### src/settings_set_pkg.sv
// Package with the constants and types of the configuration-set sequencer.
package settings_set_pkg;

  // ----------------------------------------------------------------
  // Widths and counts
  // ----------------------------------------------------------------
  localparam int ADDR_W = 8;
  localparam int DATA_W = 32;
  localparam int FFC_W = 4;
  localparam int IDX_W = 5;
  localparam int SEQ_SETS = 32;

  // ----------------------------------------------------------------
  // Register offsets (byte addresses, one word each)
  // ----------------------------------------------------------------
  localparam logic [ADDR_W-1:0] CTRL_OFS = 8'h00;
  localparam logic [ADDR_W-1:0] CFG_SET_OFS = 8'h04;
  localparam logic [ADDR_W-1:0] CMD_OFS = 8'h08;
  localparam logic [ADDR_W-1:0] EDIT_INDEX_OFS = 8'h0C;
  localparam logic [ADDR_W-1:0] FFC_CHOICE_OFS = 8'h10;
  localparam logic [ADDR_W-1:0] SET_TOTAL_OFS = 8'h14;
  localparam logic [ADDR_W-1:0] STATUS_OFS = 8'h18;

  // ----------------------------------------------------------------
  // Field positions
  // ----------------------------------------------------------------
  localparam int CTRL_RUN_BIT = 0;
  localparam int CTRL_EDIT_BIT = 1;
  localparam int CTRL_TRIG_BIT = 2;
  localparam int CFG_SELECT_LSB = 0;
  localparam int CFG_STARTUP_LSB = 4;
  localparam int CMD_LOAD_BIT = 0;
  localparam int CMD_SAVE_BIT = 1;
  localparam int CMD_RESTART_BIT = 2;
  localparam int STATUS_IDX_LSB = 0;
  localparam int STATUS_REFUSED_BIT = 8;
  localparam int STATUS_BOOTED_BIT = 9;

  // ----------------------------------------------------------------
  // Set codes and reset values
  // ----------------------------------------------------------------
  localparam logic [1:0] SET_FACTORY = 2'h0;
  localparam logic [1:0] SET_FIRST_USER = 2'h1;
  localparam logic [1:0] SET_SECOND_USER = 2'h2;
  localparam logic [IDX_W-1:0] IDX_ZERO = 5'h00;
  localparam logic [IDX_W-1:0] TOTAL_M1_FACTORY = 5'h00;
  localparam logic [FFC_W-1:0] FFC_FACTORY = 4'h0;
  localparam logic [5:0] TOTAL_MIN = 6'h01;
  localparam logic [5:0] TOTAL_MAX = 6'h20;

  // ----------------------------------------------------------------
  // Types
  // ----------------------------------------------------------------
  // One configuration set: set count less one and the per-set table.
  typedef struct packed {
    logic [IDX_W-1:0] total_m1;
    logic [SEQ_SETS-1:0][FFC_W-1:0] ffc_table;
  } cfg_set_t;

  // Register port request as seen by the block.
  typedef struct packed {
    logic [ADDR_W-1:0] addr;
    logic [DATA_W-1:0] wdata;
    logic wr;
    logic rd;
  } reg_req_t;

  // Contents that survive a device reset and are lost only at power-up.
  typedef struct packed {
    cfg_set_t first_user_set;
    cfg_set_t second_user_set;
    logic [1:0] startup_set_choice;
  } nv_state_t;

  // Volatile working state, cleared by the device reset.
  typedef struct packed {
    cfg_set_t work;
    logic [1:0] config_set_select;
    logic seq_run_enable;
    logic seq_edit_mode;
    logic triggered_acq_enable;
    logic [IDX_W-1:0] seq_edit_index;
    logic [IDX_W-1:0] seq_current_index;
    logic [FFC_W-1:0] ffc_sel;
    logic save_refused;
    logic boot_pending;
    logic booted;
    logic [DATA_W-1:0] rdata;
  } work_state_t;

  localparam cfg_set_t FACTORY_SET = '{total_m1: TOTAL_M1_FACTORY, ffc_table: '0};

endpackage

### src/settings_set_sequencer.sv
// Configuration-set save/load logic and flat-field sequencer with its register port.
`timescale 1ns/100ps
`default_nettype none

// ------------------------------------------------------------------
// Notes on behaviour
// - Set selector picks factory, first user or second user set.
// - Load command copies the selected set into the working set.
// - Save command writes the working set into the selected user set.
// - Factory set may be loaded but a save to it is refused.
// - Two save targets and three load sources exist.
// - After reset the startup-chosen set is applied.
// - Unsaved working values are lost on reset or power loss.
// - Saved sequencer sets come back after reset via the startup choice.
// - While running, sets are applied one after another per image.
// - Sequencer sets are indexed 0 to 31, thirty-two in all.
// - Each sequencer set holds only a flat-field table choice.
// - Run enable starts the sequencer when set with triggered acquisition on and edit mode off; clear stops it.
// - Edit mode allows sets to be edited; host orders mode changes.
// - Edit index 0 to 31 chooses which set later writes configure.
// - A read-only field shows the index of the set in effect.
// - Set total 1 to 32 decides how many sets are cycled.
// - Restart command returns the active set to index 0 at once.
// ------------------------------------------------------------------
module settings_set_sequencer
  import settings_set_pkg::*;
(
  // Clock, device reset, power-up reset and clock enable.
  input wire logic REF_CLK_I,
  input wire logic RESET_N_I,
  input wire logic POWER_N_I,
  input wire logic CE_I,
  // Register port.
  input wire logic [ADDR_W-1:0] REG_ADDR_I,
  input wire logic [DATA_W-1:0] REG_WDATA_I,
  input wire logic REG_WR_I,
  input wire logic REG_RD_I,
  output logic [DATA_W-1:0] REG_RDATA_O,
  // Acquisition side.
  input wire logic TRIG_I,
  output logic [FFC_W-1:0] FFC_SEL_O,
  output logic [IDX_W-1:0] SEQ_INDEX_O,
  output logic SEQ_ACTIVE_O
);

  // ----------------------------------------------------------------
  // Helper functions
  // ----------------------------------------------------------------

  // Maps a set code to its stored contents; an unknown code reads as factory.
  function automatic cfg_set_t pick_set(input logic [1:0] code, input nv_state_t nv);
    cfg_set_t res;
    res = FACTORY_SET;
    case (code)
      SET_FIRST_USER: res = nv.first_user_set;
      SET_SECOND_USER: res = nv.second_user_set;
      default: res = FACTORY_SET;
    endcase
    return res;
  endfunction

  // Next index in the cycle, wrapping after the last configured set.
  function automatic logic [IDX_W-1:0] step_index(input logic [IDX_W-1:0] cur,
                                                  input logic [IDX_W-1:0] last);
    logic [IDX_W-1:0] res;
    res = IDX_ZERO;
    if (cur < last) begin
      res = cur + 5'h01;
    end
    return res;
  endfunction

  // ----------------------------------------------------------------
  // State
  // ----------------------------------------------------------------
  work_state_t st_r;
  work_state_t st_nxt;
  nv_state_t nv_r;
  nv_state_t nv_nxt;
  reg_req_t req;
  logic wr_hit_ctrl;
  logic wr_hit_cfg;
  logic wr_hit_cmd;
  logic wr_hit_edit;
  logic wr_hit_ffc;
  logic wr_hit_total;
  logic [5:0] total_req;
  logic [5:0] total_clamped;
  logic running;

  // Request bundle and address decode of writes.
  assign req = '{addr: REG_ADDR_I, wdata: REG_WDATA_I, wr: REG_WR_I, rd: REG_RD_I};
  assign wr_hit_ctrl = req.wr && (req.addr == CTRL_OFS);
  assign wr_hit_cfg = req.wr && (req.addr == CFG_SET_OFS);
  assign wr_hit_cmd = req.wr && (req.addr == CMD_OFS);
  assign wr_hit_edit = req.wr && (req.addr == EDIT_INDEX_OFS);
  assign wr_hit_ffc = req.wr && (req.addr == FFC_CHOICE_OFS);
  assign wr_hit_total = req.wr && (req.addr == SET_TOTAL_OFS);

  // Set total is stored less one; out-of-range writes clamp to 1 or 32.
  assign total_req = req.wdata[5:0];
  assign total_clamped = (total_req < TOTAL_MIN) ? TOTAL_MIN :
                         (total_req > TOTAL_MAX) ? TOTAL_MAX : total_req;

  // Triggers only count when the host has triggered acquisition on.
  assign running = st_r.seq_run_enable && st_r.triggered_acq_enable;

  // ----------------------------------------------------------------
  // Next-state logic
  // ----------------------------------------------------------------

  // All register, command and sequencer effects in one place so that
  // their priorities are visible together.
  always_comb begin
    st_nxt = st_r;
    nv_nxt = nv_r;
    st_nxt.rdata = '0;

    // The first enabled cycle after reset applies the startup set, so
    // whatever was unsaved in the working set is gone.
    if (st_r.boot_pending) begin
      st_nxt.work = pick_set(nv_r.startup_set_choice, nv_r);
      st_nxt.boot_pending = 1'b0;
      st_nxt.booted = 1'b1;
    end

    // Control bits.
    if (wr_hit_ctrl) begin
      st_nxt.seq_run_enable = req.wdata[CTRL_RUN_BIT];
      st_nxt.seq_edit_mode = req.wdata[CTRL_EDIT_BIT];
      st_nxt.triggered_acq_enable = req.wdata[CTRL_TRIG_BIT];
    end

    // Set selector lives in the working space; the startup choice is kept
    // with the stored sets so that it outlives a device reset.
    if (wr_hit_cfg) begin
      st_nxt.config_set_select = req.wdata[CFG_SELECT_LSB +: 2];
      nv_nxt.startup_set_choice = req.wdata[CFG_STARTUP_LSB +: 2];
    end

    if (wr_hit_edit) begin
      st_nxt.seq_edit_index = req.wdata[IDX_W-1:0];
    end

    // Table writes land only in edit mode; outside it they are dropped so
    // a running sequence is never disturbed mid-cycle.
    if (wr_hit_ffc && st_r.seq_edit_mode) begin
      st_nxt.work.ffc_table[st_r.seq_edit_index] = req.wdata[FFC_W-1:0];
    end

    if (wr_hit_total) begin
      st_nxt.work.total_m1 = IDX_W'(total_clamped - TOTAL_MIN);
    end

    // Load from any of the three sources.
    if (wr_hit_cmd && req.wdata[CMD_LOAD_BIT]) begin
      st_nxt.work = pick_set(st_r.config_set_select, nv_r);
    end

    // Save only to the two user sets; the factory set stays untouched.
    if (wr_hit_cmd && req.wdata[CMD_SAVE_BIT]) begin
      case (st_r.config_set_select)
        SET_FIRST_USER: begin
          nv_nxt.first_user_set = st_r.work;
          st_nxt.save_refused = 1'b0;
        end
        SET_SECOND_USER: begin
          nv_nxt.second_user_set = st_r.work;
          st_nxt.save_refused = 1'b0;
        end
        default: begin
          st_nxt.save_refused = 1'b1;
        end
      endcase
    end

    // Sequencer stepping; restart has priority over a same-cycle trigger.
    if (wr_hit_cmd && req.wdata[CMD_RESTART_BIT]) begin
      st_nxt.seq_current_index = IDX_ZERO;
    end else if (running && !st_r.seq_edit_mode && TRIG_I) begin
      st_nxt.seq_current_index = step_index(st_r.seq_current_index,
                                            st_r.work.total_m1);
    end else if (st_r.seq_current_index > st_nxt.work.total_m1) begin
      // A smaller total or a load must not leave the index out of range.
      st_nxt.seq_current_index = IDX_ZERO;
    end

    // Table choice of the set in effect, taken from the next values so it
    // follows an index step in the same edge.
    st_nxt.ffc_sel = st_nxt.work.ffc_table[st_nxt.seq_current_index];

    // Read data for the cycle after the strobe; unmapped offsets read zero.
    if (req.rd) begin
      case (req.addr)
        CTRL_OFS: begin
          st_nxt.rdata[CTRL_RUN_BIT] = st_r.seq_run_enable;
          st_nxt.rdata[CTRL_EDIT_BIT] = st_r.seq_edit_mode;
          st_nxt.rdata[CTRL_TRIG_BIT] = st_r.triggered_acq_enable;
        end
        CFG_SET_OFS: begin
          st_nxt.rdata[CFG_SELECT_LSB +: 2] = st_r.config_set_select;
          st_nxt.rdata[CFG_STARTUP_LSB +: 2] = nv_r.startup_set_choice;
        end
        EDIT_INDEX_OFS: begin
          st_nxt.rdata[IDX_W-1:0] = st_r.seq_edit_index;
        end
        FFC_CHOICE_OFS: begin
          st_nxt.rdata[FFC_W-1:0] = st_r.work.ffc_table[st_r.seq_edit_index];
        end
        SET_TOTAL_OFS: begin
          st_nxt.rdata[5:0] = 6'(st_r.work.total_m1) + TOTAL_MIN;
        end
        STATUS_OFS: begin
          st_nxt.rdata[STATUS_IDX_LSB +: IDX_W] = st_r.seq_current_index;
          st_nxt.rdata[STATUS_REFUSED_BIT] = st_r.save_refused;
          st_nxt.rdata[STATUS_BOOTED_BIT] = st_r.booted;
        end
        default: begin
          st_nxt.rdata = '0;
        end
      endcase
    end
  end

  // ----------------------------------------------------------------
  // Registers
  // ----------------------------------------------------------------

  // Working state: device reset clears it and arms the startup load.
  always_ff @(posedge REF_CLK_I or negedge RESET_N_I) begin
    if (!RESET_N_I) begin
      st_r <= '{work: FACTORY_SET, config_set_select: SET_FACTORY,
                seq_edit_index: IDX_ZERO, seq_current_index: IDX_ZERO,
                ffc_sel: FFC_FACTORY, rdata: '0, boot_pending: 1'b1,
                default: 1'b0};
    end else if (CE_I) begin
      st_r <= st_nxt;
    end
  end

  // Stored sets: only power-up clears them, to factory contents, which
  // stands in for a blank non-volatile store.
  always_ff @(posedge REF_CLK_I or negedge POWER_N_I) begin
    if (!POWER_N_I) begin
      nv_r <= '{first_user_set: FACTORY_SET, second_user_set: FACTORY_SET,
                startup_set_choice: SET_FACTORY};
    end else if (CE_I) begin
      nv_r <= nv_nxt;
    end
  end

  // ----------------------------------------------------------------
  // Outputs
  // ----------------------------------------------------------------
  assign REG_RDATA_O = st_r.rdata;
  assign FFC_SEL_O = st_r.ffc_sel;
  assign SEQ_INDEX_O = st_r.seq_current_index;
  assign SEQ_ACTIVE_O = running && !st_r.seq_edit_mode;

endmodule
`default_nettype wire

### config.mk
export PLATFORM = sky130hd
export DESIGN_NAME = settings_set_sequencer
export DESIGN_NICKNAME = d
export VERILOG_FILES = /design/src/settings_set_pkg.sv /design/src/settings_set_sequencer.sv
export SDC_FILE = /design/constraint.sdc
export NUM_CORES = 1
export LEC_CHECK = 0
export ABC_AREA = 1
export ABC_CLOCK_PERIOD_IN_PS = 7700
export BUFFER_PORTS_ARGS = -buffer_cell sky130_fd_sc_hd__buf_2
export CORE_UTILIZATION = 55
export CTS_CLUSTER_SIZE = 40
export DETAILED_ROUTE_END_ITERATION = 16
export MAX_ROUTING_LAYER = met4
export PLACE_DENSITY_LB_ADDON = 0.3
export REMOVE_ABC_BUFFERS = 1
export SYNTH_ARGS = -nofsm -noshare
export SYNTH_HDL_FRONTEND = slang
export SYNTH_SLANG_ARGS = --single-unit
### constraint.sdc
create_clock -name REF_CLK_I -period 7.7 [get_ports REF_CLK_I]
set_clock_uncertainty 0.15 [all_clocks]
set_input_delay 0 -clock REF_CLK_I [delete_from_list [all_inputs] [get_ports REF_CLK_I]]
set_output_delay 0 -clock REF_CLK_I [all_outputs]
set_load 0.01 [all_outputs]
* Yosys cells after proc, flatten, opt, wreduce, memory -nomap -nowiden
Cells that the tools add are included.
** Word-level totals
- Flip-flop bits (word level) :: 455
- Bits of input ports :: 47
- Output and inout port bits :: 42
- Logic and storage cells :: 182
** Cells by class
- Add/sub/neg operators :: 3
- $lt $le $gt $ge :: 7
- Equality and inequality tests :: 10
- Mux-type cells :: 27
- Reduce and logical (&&, ||, !) cells :: 24
** Operators with widths (count)
- 133-bit one-hot mux with 2 select lines :: 2
- 133-bit two-way mux :: 2
- 128-bit bitwise mux :: 1
- 128-bit two-way mux :: 1
- 4-bit binary-select mux with 5-bit select :: 2
- 5-bit two-way mux :: 7
- 8-bit by 5-bit equality test with 1-bit output (second input constant) :: 3
- 4-bit demux with 5-bit select :: 1
- 8-bit by 4-bit equality test with 1-bit output (second input constant) :: 2
- 1-bit logical AND :: 14
- 5-bit by 6-bit less-than comparator with 1-bit output (second input constant) :: 2
- 4-bit two-way mux :: 3
- 2-bit one-hot mux with 6 select lines :: 1
- 10-bit two-way mux :: 1
- 2-bit AND reduction :: 5
- 8-bit by 3-bit equality test with 1-bit output (second input constant) :: 1
- 8-bit zero test :: 1
- 1-bit one-hot mux with 4 select lines :: 2
- 5-bit by 1-bit adder with 6-bit output (second input constant) :: 1
- 6-bit > comparator (second input constant) :: 1
- 6-bit by 1-bit less-than comparator with 1-bit output (second input constant) :: 1
- 3-bit AND reduction :: 2
- 5-bit by 1-bit adder with 5-bit output (second input constant) :: 1
- 5-bit by 1-bit greater-or-equal comparator with 1-bit output (second input constant) :: 1
- other kinds (11) :: 13

* Depth between registers and ports, before layout
Gate-level depths: netlist (run 1).
- Word-level depth :: 13
- Gate-level depth with buffers :: 31

* Worst setup path before layout (run 1)
No wires, ideal clock.
- Kind :: flip-flop to flip-flop
- Start point :: reg nv_r[0] (netlist name)
- End point :: reg st_r, in the netlist FFC_SEL_O[0]
- Setup time :: 0.124 ns
- Data arrival time :: 3.340 ns
- Data required time :: 7.426 ns
- Slack :: 4.086 ns
- Stages on the path, launching flop included :: 29
- Period minus slack after synthesis :: 3.614 ns
- Path through :: dfrtp_1 -> inv_1 -> ha_1 -> nor2_2 -> buf_2 -> buf_2 -> nand2_1 -> o21ai_0 -> o21ai_0 -> o21bai_1 -> nand2_1 -> inv_1 -> ha_1 -> nand2_1 -> nor2_1 -> nand2_1 -> nand3_1 -> nand2_1 -> nand3_1 -> a21oi_2 -> inv_2 -> clkbuf_1 -> nand3_1 -> nand2_1 -> nand2_1 -> nand3_1 -> nand2_1 -> nand2_1 -> nand3_1
** On the way
- Cells in the longest elaborated chain, start to end :: 11
- Elaborated cells on any way between the ends :: 14
** Ends and longest elaborated chain
- start, declared :: RTL line settings_set_sequencer.sv:78 : nv_state_t nv_r;
- start signal, assigned :: RTL line settings_set_sequencer.sv:245 : nv_r <= '{first_user_set: FACTORY_SET, second_user_set: FACTORY_SET,
- start signal, assigned :: RTL line settings_set_sequencer.sv:248 : nv_r <= nv_nxt;
- 2-bit equality test or 2-bit by 1-bit equality test with 1-bit output (tied branches) :: RTL line settings_set_sequencer.sv:54 : case (code)
- 133-bit one-hot mux with 2 select lines * :: RTL line settings_set_sequencer.sv:54
- 133-bit two-way mux * :: RTL line settings_set_sequencer.sv:121 : if (st_r.boot_pending) begin
- 5-bit two-way mux :: RTL line settings_set_sequencer.sv:151 : if (wr_hit_total) begin
- 133-bit two-way mux * :: RTL line settings_set_sequencer.sv:156 : if (wr_hit_cmd && req.wdata[CMD_LOAD_BIT]) begin
- 5-bit > comparator :: RTL line settings_set_sequencer.sv:183 : end else if (st_r.seq_current_index > st_nxt.work.total_m1) begin
- 5-bit two-way mux :: RTL line settings_set_sequencer.sv:183
- 5-bit two-way mux :: RTL line settings_set_sequencer.sv:180 : end else if (running && !st_r.seq_edit_mode && TRIG_I) begin
- 5-bit two-way mux :: RTL line settings_set_sequencer.sv:178 : if (wr_hit_cmd && req.wdata[CMD_RESTART_BIT]) begin
- 4-bit binary-select mux with 5-bit select * :: RTL line settings_set_sequencer.sv:190 : st_nxt.ffc_sel = st_nxt.work.ffc_table[st_nxt.seq_current_index];
- 4-bit two-way mux (implied by the code) * :: RTL line settings_set_sequencer.sv:190
- end signal, assigned :: RTL line settings_set_sequencer.sv:232 : st_r <= '{work: FACTORY_SET, config_set_select: SET_FACTORY,
- end signal, assigned :: RTL line settings_set_sequencer.sv:237 : st_r <= st_nxt;
- end, declared :: RTL line settings_set_sequencer.sv:76 : work_state_t st_r;
Every way passes the cells marked *; elsewhere a longest branch is shown, timed or not. The select of a mux whose other input is x is not followed.
A chain may end at the register's enable or synchronous reset.

* Worst setup path after layout (run 1)
- Start point :: in REG_ADDR_I[0]
- End point :: reg st_r, in the netlist FFC_SEL_O[0]
** On the way
- Cells in the longest elaborated chain, start to end :: 10
- Elaborated cells on any way between the ends :: 18
** Ends and longest elaborated chain
- start, declared :: RTL line settings_set_sequencer.sv:34 : input wire logic [ADDR_W-1:0] REG_ADDR_I,
- 8-bit by 5-bit equality test with 1-bit output or 8-bit by 4-bit equality test with 1-bit output (tied branches) :: RTL line settings_set_sequencer.sv:98, settings_set_sequencer.sv:95
- 1-bit logical AND (on tied branches) :: RTL line settings_set_sequencer.sv:98, settings_set_sequencer.sv:95
- 5-bit two-way mux or 1-bit logical AND (tied branches) :: RTL line settings_set_sequencer.sv:151, settings_set_sequencer.sv:156
- 133-bit two-way mux :: RTL line settings_set_sequencer.sv:156
- 5-bit > comparator :: RTL line settings_set_sequencer.sv:183
- 5-bit two-way mux :: RTL line settings_set_sequencer.sv:183
- 5-bit two-way mux :: RTL line settings_set_sequencer.sv:180
- 5-bit two-way mux :: RTL line settings_set_sequencer.sv:178
- 4-bit binary-select mux with 5-bit select * :: RTL line settings_set_sequencer.sv:190
- 4-bit two-way mux (implied by the code) * :: RTL line settings_set_sequencer.sv:190
Marked as above.

==> impl_results.md, run 1 <==
* CP startpoint kind: input pin
* Root Driver: clkbuf_16
* Clk pwr share at 40.3%
* Clock Pin Slew Worst Setup and Hold Paths at 60 ps
* Post-DRT Antenna Nets at 0
* Critical Path Fanout Max at 68
* Area of the die at 49200 µm²
* Max_slew headroom at 22.9%
* Per-cell routed wire length at 20.2 µm
* Synth Cell Area at 26600 µm²
* Worst EP required at 8040 ps
* Hold Path Class: input pin to flop
* Placed Cells at 4238
* Switching share of power at 29.6%
* Least-Margin Pin Slew at 1160 ps
* Yosys warning total at 0
* Area of the multi-input gates at 12700 µm²
* Largest net degree at the start of global routing at 179
* Row count at 80
* Commonest non-fill, non-tap cell in the layout: nand2_1
* Max Cap Violations at 0
* Part of the power in registers at 44.0%
* Layout cells sized above 1 at 5.53%
* Syn Inst Count at 3830
* GPL Wtd Cong at 0.944
* Final instance area at 28500 µm²
* Fin crit period at 5990 ps
* Final nets at 3771
* CTS resizes at 0
* Most frequent cells in the layout: 1058 x nand2_1, 464 x o21ai_0, 438 x inv_1
* TritonCTS Buffers at 49
* Top_reg_cell synth: dfrtp_1
* Power after layout at 5.69 mW
* Power Internal at 4.00 mW
* Power per Cell Area at 200 nW/µm²
* Outcome: completed
* VDD IR max at 0.197 mV
* Setup WS post-layout at 1710 ps
* Crit Path Category: input pin to flop
* Yosys cell types at 47
* Initial core utilization at 55.8%
* Setup violations, final at 0
* Die width at 222 µm
* Die H at 222 µm
* Global route overflow at 0
* Clock Latency Late Sink at 600 ps
* Initial antenna violation count at 0
* #FFs+latches synth at 431
* Sequential area share after synthesis at 40.6%
* Psw at 1.68 mW
* Count of pins over their slew limit at 0
* Async SR Flop Fraction at 100%
* FF/Latch Area at 10800 µm²
* Post-route insts no fill at 4359
* Drt initial violations at 3699
* Max Buffers Root-to-Sink at 3
* Sink Count at 431
* Fill cells at 4462
* Area delta synth->final at 7.21%
* Router iterations before antenna repair at 7
* Syn_area_per_cell at 6.94 µm²
* Detailed Place HPWL at 49800 µm
* First-pass GRT wire length at 139000 µm
* P_leak at 12.7 nW
* TritonCTS clock tree: done
* Combinational share of power at 15.7%
* Fin crit share at 77.8%
* Fin. Hold Viols at 0
* Ant. Diodes at 0
* Placed cell area at 26600 µm²
* Critical Path End Type: flop
* Total GRT Usage at 36.6%
* H-tree depth at 2
* Drc violations at 0
* Fmax at 167 MHz
* I/O pin count at 89
* Port bufs at 38
* CP arrival at 6330 ps
* Average via count per standard cell at 6.20
* Pre-CTS setup slack at 2420 ps
* Placeable Area at 47600 µm²
* Post-Route WL at 88100 µm
* Via count at 27000
* Post-Route Setup TNS at 0 ps
* RSZ-0062 raised after global routing: false
* Vias in the first global route at 25400
* Count of flip-flops with a built-in enable after synthesis at 0
==> what timing repair did <==
action	in CTS	in global routing
hold endpoints to repair	309	0
hold buffers	34	0
endpoints found under the setup margin	0	0
buffers inserted	0	0
==> final cells by class <==
cell class / count / share of cell area [%]
clock buffer: 77 / 5.21
clock inverter: 10 / 0.189
inverter: 457 / 6.05
multi-input combinational: 2657 / 44.7
sequential: 431 / 37.9
tap: 615 / 2.70
timing repair buffer: 112 / 3.27
==> power by group through the flow <==
stage               registers, mW  logic, mW  clock network (mW)
floorplan                    2.51      0.568                   0
global placement             2.53      0.845                   0
detailed placement           2.54      0.857                   0
CTS                          2.50      0.877                2.30
global route                 2.51       1.01                2.39
finish                       2.50      0.894                2.29
==> cell usage after synthesis (2+ instances only) <==
library cell / n / area, µm²
inv_2: 11 / 41.3
nor2_4: 4 / 45.0
nor3_1: 2 / 10.0
a21oi_1: 44 / 220
a221oi_1: 2 / 17.5
dfrtp_1: 430 / 10800
clkbuf_1: 184 / 691
o211ai_1: 18 / 135
buf_2: 54 / 270
nand3_1: 420 / 2100
xor2_1: 3 / 26.3
o22ai_1: 234 / 1460
a22o_1: 4 / 35.0
nand2_1: 1060 / 3980
o221ai_1: 6 / 52.6
nor2_1: 159 / 597
a31oi_1: 78 / 488
a32o_1: 2 / 20.0
nand2_2: 5 / 31.3
ha_1: 16 / 200
buf_6: 8 / 90.1
inv_1: 438 / 1640
buf_1: 11 / 41.3
xnor2_1: 3 / 26.3
a22oi_1: 21 / 158
nand3_2: 12 / 120
o21ai_0: 464 / 2320
nor2_2: 6 / 37.5
clkinv_1: 8 / 30.0
o21bai_1: 2 / 15.0
nor4_1: 2 / 12.5
nor3b_1: 2 / 15.0
o31ai_1: 2 / 15.0
buf_4: 50 / 375
nand4_1: 53 / 332
==> path summary, 6_finish.rpt <==
path                                              endpoint  depth (start not counted)                 start  slack, ps
worst max-delay path              FFC_SEL_O[0]$_DFFE_PN0P_                         26         REG_ADDR_I[0]       1710
worst min-delay path            REG_RDATA_O[5]$_DFFE_PN0P_                          4              REG_RD_I        180
worst max register to register    FFC_SEL_O[0]$_DFFE_PN0P_                         23   nv_r[0]$_DFFE_PN0P_       2280
worst min register to register        st_r[32]$_DFFE_PN0P_                          1  st_r[32]$_DFFE_PN0P_        330
max in group asynchronous            nv_r[110]$_DFFE_PN0P_                          5             POWER_N_I       5470
min in group asynchronous             nv_r[64]$_DFFE_PN0P_                          3             POWER_N_I        280
==> metrics by stage <==
| stage | util (%) | hold slack [ps] |
|---|---|---|
| after global routing | 59.8 | 193 |
| after floorplan | - | -446 |
| after detailed placement | 55.8 | -87.9 |
| after global placement | 55.8 | -90.1 |
| final | 59.8 | 184 |
| after CTS | 59.8 | 157 |
==> logic make-up after synthesis <==
kind of cell	count (synthesis)	synth area share (%)
AND/OR/NAND/NOR	1729	27.6
adder cells (fa/ha/maj)	16	0.754
XOR/XNOR	6	0.198
other	1	0.0141
AO/OA/AOI/OAI	881	18.7
buffers and inverters	765	12.0
multiplexers	1	0.0424
flip-flops	431	40.6
==> flip-flops by register name, indices dropped and copies added (netlist names) <==
register,cells
nv_r,268
REG_RDATA_O,8
st_r,146
SEQ_INDEX_O,5
FFC_SEL_O,4
==> per-layer routing <==
| layer | vias up | global-route usage, % | routed length (µm) |
|---|---|---|---|
| met1 | 12600 | 46.7 | 34400 |
| met3 | 354 | 7.20 | 10000 |
| li1 | 12400 | - | - |
| met5 | - | - | 0 |
| met4 | 0 | 19.0 | 4790 |
| met2 | 1644 | 55.3 | 38900 |
==> worst max-delay path, cell delays in order <==
cell and delay [ps]:
dlygate4sd3_1 550, buf_2 140, nor2_4 60, dlygate4sd3_1 630
nand4_2 200, nor2_4 270, nand2_4 380, nor2_8 200
buf_4 740, nand2_1 100, nand2_1 150, inv_1 60
ha_1 280, nand2_1 60, nor2_1 130, nand2_1 60
nand2_1 190, nand3_1 100, o31ai_1 100, nand2_2 440
inv_1 770, nand3_1 280, nand3_1 180, nand2_1 100
nand2_1 70, nand3_1 80
No activity file was read; power rests on OpenSTA's default activity.
==> run 2, diff against run 1 <==
--- a/config.mk
+++ b/config.mk
@@ -6,7 +6,7 @@
 export NUM_CORES = 1
 export LEC_CHECK = 0
 export ABC_AREA = 1
-export ABC_CLOCK_PERIOD_IN_PS = 7700
+export ABC_CLOCK_PERIOD_IN_PS = 5300
 export BUFFER_PORTS_ARGS = -buffer_cell sky130_fd_sc_hd__buf_2
 export CORE_UTILIZATION = 55
 export CTS_CLUSTER_SIZE = 40
==> constraint.sdc (replaced) <==
create_clock -name REF_CLK_I -period 5.3 [get_ports REF_CLK_I]
set_clock_uncertainty 0.15 [all_clocks]
set_input_delay 0 -clock REF_CLK_I [delete_from_list [all_inputs] [get_ports REF_CLK_I]]
set_output_delay 0 -clock REF_CLK_I [all_outputs]
set_load 0.01 [all_outputs]
==> impl_results.md, run 2 (synthesis gave the netlist of run 1 again) <==
* Setup WS post-layout at 402 ps
* Least-Margin Pin Slew at 1240 ps
* Area delta synth->final at 7.57%
* Fin. Hold Viols at 0
* Die H at 222 µm
* CP delay by family, top: simple AND/OR/NAND/NOR gates
* Post-DRT Antenna Nets at 0
* Clock Pin Slew Worst Setup and Hold Paths at 60 ps
* Placed cell area at 26700 µm²
* Post-Route WL at 87200 µm
* Hold Path Class: input pin to flop
* Max Cap Violations at 0
* Router iterations before antenna repair at 7
* Fin crit period at 4900 ps
* Die width at 222 µm
* Average via count per standard cell at 6.15
* Max_slew headroom at 17.5%
* CP startpoint kind: input pin
* Ant. Diodes at 0
* Vias in the first global route at 25400
* CTS resizes at 0
* Power per Cell Area at 289 nW/µm²
* TritonCTS clock tree: done
* RSZ-0062 raised after global routing: false
* Worst stage delay on the critical path at 610 ps
* Most flops, register: nv_r
* Commonest non-fill, non-tap cell in the layout: nand2_1
* Worst path buffer plus inverter count at 7
* Slowest-stage cell, CP: dlygate4sd3_1
* TritonCTS Buffers at 48
* Final instance area at 28600 µm²
* Sink Count at 431
* Initial core utilization at 55.8%
* Root Driver: clkbuf_16
* P_leak at 12.8 nW
* Global route overflow at 0
* CP arrival at 5230 ps
* Final nets at 3776
* Max reg flops at 268
* Clock Latency Late Sink at 610 ps
* Largest net degree at the start of global routing at 267
* Drc violations at 0
* Drt initial violations at 3369
* Critical Path Fanout Max at 56
* Fmax at 204 MHz
* Area of the die at 49200 µm²
* Setup bufs post-CTS at 0
* Initial antenna violation count at 0
* Count of pins over their slew limit at 0
* Layout cells sized above 1 at 5.84%
* Placeable Area at 47600 µm²
* Max Buffers Root-to-Sink at 3
* Via count at 26900
* Crit Path Category: input pin to flop
* Per-cell routed wire length at 20.0 µm
* Total GRT Usage at 36.6%
* Detailed Place HPWL at 50200 µm
* Critical Path End Type: flop
* I/O pin count at 89
* GPL Wtd Cong at 0.955
* Final core utilization at 60.0%
* Row count at 80
* VDD IR max at 0.208 mV
* Most frequent cells in the layout: 1058 x nand2_1, 464 x o21ai_0, 438 x inv_1
* First-pass GRT wire length at 139000 µm
* Fin crit share at 92.4%
* CP most frequent cell: nand2_1
* CTS Hold Bufs at 29
* Port bufs at 38
* H-tree depth at 2
* Pre-CTS setup slack at 948 ps
* Reg2Reg Setup Slack at 760 ps
* Setup violations, final at 0
* Outcome: completed
* Worst EP required at 5630 ps
## run 2: cell count changes in the layout (fill, tap and decap cells not counted)
cell / delta
bufinv_16: +2
clkbuf_16: -2
dlygate4sd3_1: -5
clkinv_2: +2
inv_6: +1
buf_12: +5
clkbuf_8: -2
buf_4: +6
## run 2: layout make-up
type	instances	area, µm²
inverter	457	1720
fill	4487	19100
multi-input combinational	2657	12700
clock buffer	73	1410
timing repair buffer	118	1030
tap	615	769
clock inverter	15	133
sequential	431	10800
## run 2: stage by stage
step / hold WS [ps] / TNS (ps) / instances / total power, mW
floorplan: -446 / -283580 / 3545 / 4.47
global placement: -83.6 / 0 / 4249 / 4.91
detailed placement: -78.1 / 0 / 4249 / 4.93
CTS: 35.0 / 0 / 4366 / 8.25
global route: 160 / 0 / 4366 / 8.59
finish: 94.7 / 0 / 4366 / 8.25
## run 2: path summary, 6_finish.rpt
| check | depth (start not counted) | start | to |
|---|---|---|---|
| min in group asynchronous | 4 | POWER_N_I | nv_r[118]$_DFFE_PN0P_ |
| hold / removal | 6 | REG_ADDR_I[7] | REG_RDATA_O[5]$_DFFE_PN0P_ |
| hold reg to reg | 2 | REG_RDATA_O[2]$_DFFE_PN0P_ | REG_RDATA_O[2]$_DFFE_PN0P_ |
| max in group asynchronous | 4 | POWER_N_I | nv_r[181]$_DFFE_PN0P_ |
| setup / recovery | 31 | REG_ADDR_I[0] | FFC_SEL_O[0]$_DFFE_PN0P_ |
| setup reg to reg | 26 | nv_r[0]$_DFFE_PN0P_ | FFC_SEL_O[0]$_DFFE_PN0P_ |
## run 2: where the power goes
part / internal, mW / total, mW / switching, mW / leakage, nW
combinational: 0.425 / 1.30 / 0.873 / 6.38
sequential: 3.49 / 3.64 / 0.153 / 5.65
clock: 1.92 / 3.32 / 1.39 / 0.767
## run 2: worst reg2reg max path, cell delays in order (launching register included)
cell and delay [ps]:
dfrtp_1 410, inv_1 70, ha_2 280, nor2_4 510, nand2_1 110, o21ai_0 90, o21ai_0 100, o21bai_1 170
nand2_1 100, inv_1 50, ha_1 260, nand2_1 60, nor2_1 130, nand2_1 60, nand3_1 60, nand2_1 140
nand2_1 100, nand2_1 60, nand2_2 230, buf_12 330, nand3_1 210, nand3_1 150, nand3_1 150, nand3_1 200
nand2_1 100, nand2_1 70, nand3_1 70
## run 2: metal layers
metal | wire length (µm) | share of wire [%] | up-vias | track usage (%)
met4 | 3840 | 4.4 | 0 | 16.6
met5 | 0 | 0 | - | -
met2 | 39400 | 45 | 1628 | 57.3
met3 | 9760 | 11 | 313 | 6.33
li1 | - | - | 12400 | -
met1 | 34100 | 39 | 12500 | 46.3
